--- config.mk ---
export PLATFORM = sky130hd
export DESIGN_NAME = cmd_mode_ctrl
export DESIGN_NICKNAME = d
export VERILOG_FILES = /design/src/ms_tick.v /design/src/cmd_mode_ctrl.v
export VERILOG_INCLUDE_DIRS = /design/src
export SDC_FILE = /design/constraint.sdc
export NUM_CORES = 1
export LEC_CHECK = 0
export ABC_AREA = 1
export BUFFER_PORTS_ARGS = -buffer_cell sky130_fd_sc_hd__buf_2
export CAP_MARGIN = 10
export CELL_PAD_IN_SITES_DETAIL_PLACEMENT = 1
export CELL_PAD_IN_SITES_GLOBAL_PLACEMENT = 1
export CORE_AREA = 2 2 167 169
export DETAILED_ROUTE_END_ITERATION = 7
export DIE_AREA = 0 0 169 171
export PLACE_DENSITY = 0.78
export SLEW_MARGIN = 5
export SYNTH_ARGS = -nofsm -noshare
export SYNTH_HDL_FRONTEND = slang
export SYNTH_SLANG_ARGS = --single-unit
--- constraint.sdc ---
create_clock -name clk -period 2.4 [get_ports clk]
set_input_delay 0.12 -clock clk [delete_from_list [all_inputs] [get_ports clk]]
set_output_delay 0.12 -clock clk [all_outputs]
set_load 0.02 [all_outputs]
--- src/cmd_mode_defs.vh ---
// Constants for the serial command mode entry and exit block.
`ifndef CMD_MODE_DEFS_VH
`define CMD_MODE_DEFS_VH

// ----------------------------------------------------------------
// Trigger source codes
// ----------------------------------------------------------------
`define TRIG_OFF        2'h0
`define TRIG_PIN        2'h1
`define TRIG_CHAR       2'h2
`define TRIG_RESET_SEL  2'h1

// ----------------------------------------------------------------
// Characters
// ----------------------------------------------------------------
`define CH_LT           8'h3C
`define CH_GT           8'h3E
`define CH_E            8'h45
`define CH_Y            8'h59
`define CH_3            8'h33
`define CH_CR           8'h0D
`define CH_LF           8'h0A
`define CH_W            8'h57
`define CH_R            8'h52
`define CH_B            8'h42
`define CH_1            8'h31
`define CH_2            8'h32

// ----------------------------------------------------------------
// Timing: clock in hertz, limits in milliseconds and seconds
// ----------------------------------------------------------------
`define CLK_HZ          20000000
`define PIN_HOLD_MS     200
`define GAP_MAX_MS      80
`define IDLE_S          300
`define MS_CYCLES       (`CLK_HZ / 1000)

`endif

--- src/ms_tick.v ---
// Millisecond time base divider.
`timescale 1ns/1ps
`default_nettype none
`include "cmd_mode_defs.vh"
module ms_tick #(
    parameter integer DIV = `MS_CYCLES
) (
    input  wire clk,
    input  wire rstn,
    output reg  tick
);
    reg [31:0] cnt_reg;

    always @(posedge clk or negedge rstn) begin
        if (!rstn) begin
            cnt_reg <= 32'h0000_0000;
            tick    <= 1'b0;
        end else if (cnt_reg == DIV - 1) begin
            cnt_reg <= 32'h0000_0000;
            tick    <= 1'b1;
        end else begin
            cnt_reg <= cnt_reg + 32'h0000_0001;
            tick    <= 1'b0;
        end
    end
endmodule
`default_nettype wire

--- src/cmd_mode_ctrl.v ---
// Serial command mode entry, reply and exit control.
`timescale 1ns/1ps
`default_nettype none
`include "cmd_mode_defs.vh"
module cmd_mode_ctrl #(
    parameter integer MS_DIV       = `MS_CYCLES,
    parameter integer PIN_HOLD_MS  = `PIN_HOLD_MS,
    parameter integer GAP_MAX_MS   = `GAP_MAX_MS,
    parameter integer IDLE_MS      = `IDLE_S * 1000
) (
    input  wire       clk,
    input  wire       rstn,
    input  wire [1:0] cfg_trig_sel,
    input  wire [23:0] cfg_trig_chars,
    input  wire       cfg_valid,
    input  wire       trigger_input_pin,
    input  wire [7:0] rx_data,
    input  wire       rx_valid,
    input  wire       tx_ready,
    input  wire       cmd_done,
    input  wire       cmd_ok,
    input  wire [15:0] cmd_opcode,
    output reg  [7:0] tx_data,
    output reg        tx_valid,
    output reg  [7:0] fwd_data,
    output reg        fwd_valid,
    output reg  [7:0] cmd_data,
    output reg        cmd_valid,
    output reg        cmd_mode,
    output reg        data_enable,
    output reg        tcp_close_all,
    output reg        tcp_refuse,
    output reg        udp_disable,
    output reg        cfg_save,
    output reg        restart
);
    // ------------------------------------------------------------
    // Main states and reply kinds
    // ------------------------------------------------------------
    localparam [1:0] ST_DATA = 2'h0;
    localparam [1:0] ST_CMD  = 2'h1;
    localparam [1:0] ST_EXIT = 2'h2;
    localparam [1:0] RP_E    = 2'h0;
    localparam [1:0] RP_ERR  = 2'h1;
    localparam [1:0] RP_OK   = 2'h2;

    wire       tick;
    reg  [1:0] state_reg;
    reg  [1:0] trig_sel_reg;
    reg [23:0] trig_chars_reg;
    reg [15:0] hold_reg;
    reg [15:0] gap_reg;
    reg [1:0]  match_reg;
    reg [23:0] pend_reg;
    reg [1:0]  pend_cnt_reg;
    reg        flush_reg;
    reg [31:0] idle_reg;
    reg [2:0]  tx_idx_reg;
    reg [2:0]  tx_len_reg;
    reg [1:0]  rp_kind_reg;
    reg        tx_busy_reg;
    reg        last_cr_reg;
    reg [2:0]  line_len_reg;
    reg [7:0]  line_reg [0:4];
    reg        save_pend_reg;
    reg        exit_pend_reg;
    integer    i;

    ms_tick #(.DIV(MS_DIV)) u_tick (
        .clk  (clk),
        .rstn (rstn),
        .tick (tick)
    );

    // Byte k of the trigger sequence, first character in the high byte.
    function [7:0] trig_byte;
        input [23:0] chars;
        input [1:0]  k;
        begin
            case (k)
                2'h0:    trig_byte = chars[23:16];
                2'h1:    trig_byte = chars[15:8];
                default: trig_byte = chars[7:0];
            endcase
        end
    endfunction

    // Oldest held data byte, the newest one kept in the low byte.
    function [7:0] held_byte;
        input [23:0] held;
        input [1:0]  cnt;
        begin
            case (cnt)
                2'h3:    held_byte = held[23:16];
                2'h2:    held_byte = held[15:8];
                default: held_byte = held[7:0];
            endcase
        end
    endfunction

    // Reply byte at index n for the current reply kind.
    function [7:0] reply_byte;
        input [1:0]  kind;
        input [2:0]  n;
        input [15:0] op;
        begin
            case (n)
                3'h0:    reply_byte = `CH_LT;
                3'h1:    reply_byte = (kind == RP_E) ? `CH_E : ((kind == RP_ERR) ? `CH_3 : `CH_Y);
                3'h2:    reply_byte = (kind == RP_OK) ? op[15:8] : `CH_CR;
                3'h3:    reply_byte = op[7:0];
                default: reply_byte = `CH_CR;
            endcase
        end
    endfunction

    // ------------------------------------------------------------
    // Mode control
    // ------------------------------------------------------------
    // The trigger setting is loaded on any cycle with cfg_valid high, so a
    // change takes hold at once, without a restart.
    always @(posedge clk or negedge rstn) begin
        if (!rstn) begin
            state_reg      <= ST_DATA;
            trig_sel_reg   <= `TRIG_RESET_SEL;
            trig_chars_reg <= 24'h000000;
            hold_reg       <= 16'h0000;
            gap_reg        <= 16'h0000;
            match_reg      <= 2'h0;
            pend_reg       <= 24'h000000;
            pend_cnt_reg   <= 2'h0;
            flush_reg      <= 1'b0;
            idle_reg       <= 32'h0000_0000;
            tx_idx_reg     <= 3'h0;
            tx_len_reg     <= 3'h0;
            rp_kind_reg    <= RP_E;
            tx_busy_reg    <= 1'b0;
            last_cr_reg    <= 1'b0;
            line_len_reg   <= 3'h0;
            save_pend_reg  <= 1'b0;
            exit_pend_reg  <= 1'b0;
            tx_data        <= 8'h00;
            tx_valid       <= 1'b0;
            fwd_data       <= 8'h00;
            fwd_valid      <= 1'b0;
            cmd_data       <= 8'h00;
            cmd_valid      <= 1'b0;
            cmd_mode       <= 1'b0;
            data_enable    <= 1'b0;
            tcp_close_all  <= 1'b0;
            tcp_refuse     <= 1'b0;
            udp_disable    <= 1'b0;
            cfg_save       <= 1'b0;
            restart        <= 1'b0;
            for (i = 0; i < 5; i = i + 1) begin
                line_reg[i] <= 8'h00;
            end
        end else begin
            fwd_valid     <= 1'b0;
            cmd_valid     <= 1'b0;
            tcp_close_all <= 1'b0;
            cfg_save      <= 1'b0;
            restart       <= 1'b0;
            if (cfg_valid) begin
                trig_sel_reg   <= (cfg_trig_sel == 2'h3) ? `TRIG_OFF : cfg_trig_sel;
                trig_chars_reg <= cfg_trig_chars;
            end
            if (tx_valid && tx_ready) begin
                tx_valid <= 1'b0;
            end
            if (tx_busy_reg && !(tx_valid && !tx_ready)) begin
                tx_data    <= reply_byte(rp_kind_reg, tx_idx_reg, cmd_opcode);
                tx_valid   <= 1'b1;
                tx_idx_reg <= tx_idx_reg + 3'h1;
                if (tx_idx_reg + 3'h1 == tx_len_reg) begin
                    tx_busy_reg <= 1'b0;
                end
            end
            case (state_reg)
                ST_DATA: begin
                    data_enable <= 1'b1;
                    // The first tick may follow the edge at once, so one tick more than the
                    // hold time is counted before entry.
                    if (trig_sel_reg == `TRIG_PIN && tick) begin
                        if (trigger_input_pin) begin
                            hold_reg <= 16'h0000;
                        end else if (hold_reg <= PIN_HOLD_MS[15:0]) begin
                            hold_reg <= hold_reg + 16'h0001;
                        end
                    end
                    if (tick && gap_reg != 16'hFFFF) begin
                        gap_reg <= gap_reg + 16'h0001;
                    end
                    if (pend_cnt_reg != 2'h0 && (flush_reg || gap_reg > GAP_MAX_MS[15:0])) begin
                        // A byte that arrives while held bytes drain is lost; the drain is three cycles at most.
                        match_reg    <= 2'h0;
                        flush_reg    <= (pend_cnt_reg != 2'h1);
                        pend_cnt_reg <= pend_cnt_reg - 2'h1;
                        fwd_data     <= held_byte(pend_reg, pend_cnt_reg);
                        fwd_valid    <= 1'b1;
                    end else if (rx_valid) begin
                        gap_reg <= 16'h0000;
                        if (trig_sel_reg == `TRIG_CHAR && rx_data == trig_byte(trig_chars_reg, match_reg)) begin
                            if (match_reg == 2'h2) begin
                                match_reg    <= 2'h0;
                                pend_cnt_reg <= 2'h0;
                                state_reg    <= ST_CMD;
                            end else begin
                                match_reg    <= match_reg + 2'h1;
                                pend_cnt_reg <= pend_cnt_reg + 2'h1;
                                pend_reg     <= {pend_reg[15:0], rx_data};
                            end
                        end else if (match_reg != 2'h0) begin
                            // A wrong byte ends the sequence and queues behind the held ones.
                            match_reg    <= 2'h0;
                            pend_cnt_reg <= pend_cnt_reg + 2'h1;
                            pend_reg     <= {pend_reg[15:0], rx_data};
                            flush_reg    <= 1'b1;
                        end else begin
                            fwd_data  <= rx_data;
                            fwd_valid <= 1'b1;
                        end
                    end
                    if (trig_sel_reg == `TRIG_PIN && hold_reg > PIN_HOLD_MS[15:0]) begin
                        state_reg <= ST_CMD;
                    end
                    if (state_reg != ST_CMD && hold_reg > PIN_HOLD_MS[15:0]) begin
                        hold_reg <= 16'h0000;
                    end
                end
                ST_CMD: begin
                    if (!cmd_mode) begin
                        cmd_mode      <= 1'b1;
                        data_enable   <= 1'b0;
                        tcp_close_all <= 1'b1;
                        tcp_refuse    <= 1'b1;
                        udp_disable   <= 1'b1;
                        rp_kind_reg   <= RP_E;
                        tx_len_reg    <= 3'h3;
                        tx_idx_reg    <= 3'h0;
                        tx_busy_reg   <= 1'b1;
                        idle_reg      <= 32'h0000_0000;
                        line_len_reg  <= 3'h0;
                    end else begin
                        // The timer runs only after the entry cycle has cleared it, so a count
                        // left from an earlier session cannot end this one at once.
                        if (tick) begin
                            idle_reg <= idle_reg + 32'h0000_0001;
                        end
                        if (idle_reg >= IDLE_MS) begin
                            state_reg     <= ST_EXIT;
                            save_pend_reg <= 1'b0;
                        end
                    end
                    if (rx_valid && cmd_mode) begin
                        last_cr_reg <= (rx_data == `CH_CR);
                        if (rx_data == `CH_LF && last_cr_reg) begin
                            line_len_reg <= 3'h0;
                        end else if (rx_data == `CH_CR) begin
                            line_len_reg <= 3'h0;
                            if (line_len_reg == 3'h0) begin
                                rp_kind_reg <= RP_E;
                                tx_len_reg  <= 3'h3;
                                tx_idx_reg  <= 3'h0;
                                tx_busy_reg <= 1'b1;
                            end else if (line_len_reg == 3'h5 && line_reg[0] == `CH_GT && line_reg[1] == `CH_W &&
                                         line_reg[2] == `CH_B && line_reg[3] == `CH_R &&
                                         (line_reg[4] == `CH_1 || line_reg[4] == `CH_2)) begin
                                exit_pend_reg <= 1'b1;
                                save_pend_reg <= (line_reg[4] == `CH_2);
                                idle_reg      <= 32'h0000_0000;
                            end else begin
                                cmd_data  <= rx_data;
                                cmd_valid <= 1'b1;
                            end
                        end else begin
                            if (line_len_reg != 3'h5) begin
                                line_reg[line_len_reg] <= rx_data;
                                line_len_reg           <= line_len_reg + 3'h1;
                            end
                            cmd_data  <= rx_data;
                            cmd_valid <= 1'b1;
                        end
                    end
                    if (cmd_done) begin
                        rp_kind_reg <= cmd_ok ? RP_OK : RP_ERR;
                        tx_len_reg  <= cmd_ok ? 3'h5 : 3'h3;
                        tx_idx_reg  <= 3'h0;
                        tx_busy_reg <= 1'b1;
                        if (cmd_ok) begin
                            idle_reg <= 32'h0000_0000;
                        end
                    end
                    if (exit_pend_reg && !tx_busy_reg && !tx_valid) begin
                        state_reg <= ST_EXIT;
                    end
                end
                ST_EXIT: begin
                    // Restart is a pulse; this block returns itself to data mode in the same cycle.
                    cfg_save      <= save_pend_reg;
                    restart       <= 1'b1;
                    exit_pend_reg <= 1'b0;
                    cmd_mode      <= 1'b0;
                    tcp_refuse    <= 1'b0;
                    udp_disable   <= 1'b0;
                    state_reg     <= ST_DATA;
                end
                default: begin
                    state_reg <= ST_DATA;
                end
            endcase
        end
    end
endmodule
`default_nettype wire

==> results.toml <==
[status]
status = "finished, violations left"
violations = "negative setup slack"

[synth]
synth_top_area_cell = "dfrtp_1"
synth_edf_count = 0
syn_nets = 1572
yosys_warnings = 0
synth_top_cells_by_area = "dfrtp_1 (49%), nand2_1 (11%), inv_1 (4.9%)"
synth_commonest_cells = "nand2_1 (363), dfrtp_1 (241), inv_1 (161)"
ys_dominant_reg_cell = "dfrtp_1"
ys_ff_latch = 242
async_flop_share_pct = 100
synth_top_area_share_pct = 49.0
synth.distinct_cells = 46
synth_area_sq_mm = 0.0123
netlist_instances = 1492
syn_avg_cell_area_sq_um = 8.25
ys_seq_area_share_pct = 49.2
yosysMostFrequentCell = "nand2_1"

[placed_design]
dpl_cell_area_sq_mm = 0.0133
port_buffers = 91
gp_congestion = 0.858
dp_cells = 1925
dpl.hpwl_um = 24400

[detailed_routing]
via_per_inst = 5.49
firstDrtPassIters = 5
drt-initial-drc-count = 718
drt_wl_total_um = 38700
wire_per_inst_um = 18.8
vias = 11300
drc = 0
final_antenna_net_count = 0

[grt]
grt_pass1_vias = 12100
grt_pass1_wl_um = 62200
grt_max_degree = 76
antenna_found_initial = 3
grt_use_total_pct = 26.6
gr-total-overflow = 0

[die]
die_h_um = 171
start_util_pct = 45.0
core_area_sq_mm = 0.0273
fp.dieW_um = 169
pin_count = 92
die_area_sq_mm = 0.0289
rows = 61

[clock_tree]
clk_pin_slew_ps = 70
cts_sinks = 242
cts_tree = "built"
cts_buffers = 29
clk_latency_ps = 580
ctsHtreeMaxLevel = 1
cts_buffer_depth = 3
cts-root-buf = "clkbuf_16"

[critical_path]
worstSetupEndpointType = "flop"
crit_chain = "buf_4 -> inv_2 -> nand3_1 -> nand3_1 -> nand2_1 -> nand2_1 -> nor2_2 -> nand3_2 -> nor2_4 -> buf_4 -> a21oi_4 -> buf_6 -> nand3_1 -> nand2_1"
cp.arrival_ps = 2940
cp_data_required_time_ps = 2900
path_max_fanout = 11
cp-start-kind = "flop"
cp_slowest_stage_delay_ps = 500
crit_type = "reg -> reg"
crit_path_top_delay_cell = "dfrtp_2"

[timing]
hold_slack_ps = 108
worstMarginPinSlew_ps = 640
final.min_clock_period_ps = 2440
hold_viol = 0
slew_headroom_pct = 57.3
finalCritPeriodShare_pct = 102
setup_viol = 11
slew_viol_final = 0
setup_ws_ps = -44.2
max_freq_mhz = 409
rsz0062_at_grt = "true"
skew_ps = 40.0

[cells_and_area]
drive_above_1_share_pct = 14.7
multi_input_area_sq_mm = 0.00550
instances_no_fill = 2056
largest_reg_flops = 40
fillers = 3296
seq_area_sq_mm = 0.00606
design_area_sq_mm = 0.0151
area_growth_syn_to_layout_pct = 22.6
layout.nets = 1765
fin_util_pct = 55.2

[pwr]
irDropWorstVdd_mv = 0.486
power_density_mw_per_mm2 = 678
leakage_uw = 0.00758

[job]
max_cap_violations = 0

[min_path]
hold_path_class = "in -> async"
==> critical path: cells and delay by family, from the launching register on <==
family,cells,cell delay [ps]
AOI/OAI and AO/OA,1,270
and+or+nand+nor,9,980
buffers and inverters,4,620
DFF,1,500
==> per-stage QoR <==
stage / setup slack [ps] / TNS, ps / total power [uW]
after global placement: 63.2 / 0 / 5500
final: -44.2 / -189 / 10200
after detailed placement: -14.3 / -14.3 / 5540
after floorplan: 443 / 0 / 5090
after global routing: -163 / -4620 / 10600
after CTS: 31.5 / 0 / 10200
==> final cells by class <==
type	instances	area share, %
clock buffer	38	5.30
antenna	4	0.0664
clock inverter	14	1.09
multi-input combinational	1046	36.4
tap	346	2.87
sequential	242	40.2
timing repair buffer	199	9.85
inverter	167	4.21
==> per-layer routing <==
layer / share of wire [%] / vias to the layer above / global-route usage (%)
li1: - / 5282 / -
met1: 42 / 5615 / 33.0
met2: 50 / 292 / 48.6
met3: 4.3 / 99 / 3.12
met4: 3.4 / 0 / 8.66
met5: 0 / - / 0
==> logic make-up after synthesis <==
group           share of synthesized area, %
xor+xnor                                4.77
simple gates                            26.7
mux                                     2.20
flops                                   49.2
compound gates                          8.30
buf+inv                                 6.63
fa+ha+maj                               2.24
==> placed cells by master (no fill, tap or decap), types with 3 or more instances in the layout <==
cell type	netlist	final
o21ai_0	96	95
buf_2	6	91
a211oi_1	4	4
clkbuf_16	0	29
o22ai_1	17	17
nor2_1	144	138
inv_1	161	160
a21o_1	3	3
xor2_1	56	56
a31oi_1	5	5
mux2_2	24	24
inv_2	5	5
a21oi_1	30	30
clkbuf_8	0	4
nand3_1	117	117
nor2_4	2	3
or2_2	5	5
buf_4	4	43
nor4_1	16	15
nor3_1	48	47
bufinv_16	0	3
nand4_1	38	38
a22oi_1	3	3
nand2_1	363	363
nand3b_1	5	5
a41oi_1	7	7
dlygate4sd3_1	0	57
clkinv_2	0	8
diode_2	0	4
and3_1	3	3
dfrtp_1	241	239
buf_12	0	5
ha_1	22	21
nor2_2	4	10
clkbuf_1	24	5
o31ai_1	4	4
xnor2_1	11	11
clkinvlp_4	0	4
==> path summary, 6_finish.rpt <==
kind	slack [ps]	start	cells past startpoint	end
worst max-delay path	-40	match_reg[1]	14	pend_reg[12]
worst min-delay path	110	rstn	2	line_reg[10]
worst max register to register	-40	match_reg[1]	14	pend_reg[12]
worst min register to register	470	u_tick.cnt_reg[0]	1	u_tick.cnt_reg[0]
max in group asynchronous	1450	rstn	3	u_tick.cnt_reg[9]
min in group clk	150	rx_valid	4	line_len_reg[2]
==> report_power, final <==
group / switching, uW / internal (uW)
sequential: 165 / 4280
clock: 1840 / 2670
combinational: 748 / 522
total: 2750 / 7470
==> timing repair <==
item | 4_1_cts | 5_1_grt
buffers inserted | 1 | 16
endpoints found under the hold margin | 121 | 0
pin swaps | 1 | 3
setup endpoints to repair | 25 | 76
resized for setup | 2 | 21
gates cloned | 0 | 1
hold buffers | 57 | 0
No activity file was read; power rests on OpenSTA's default activity.
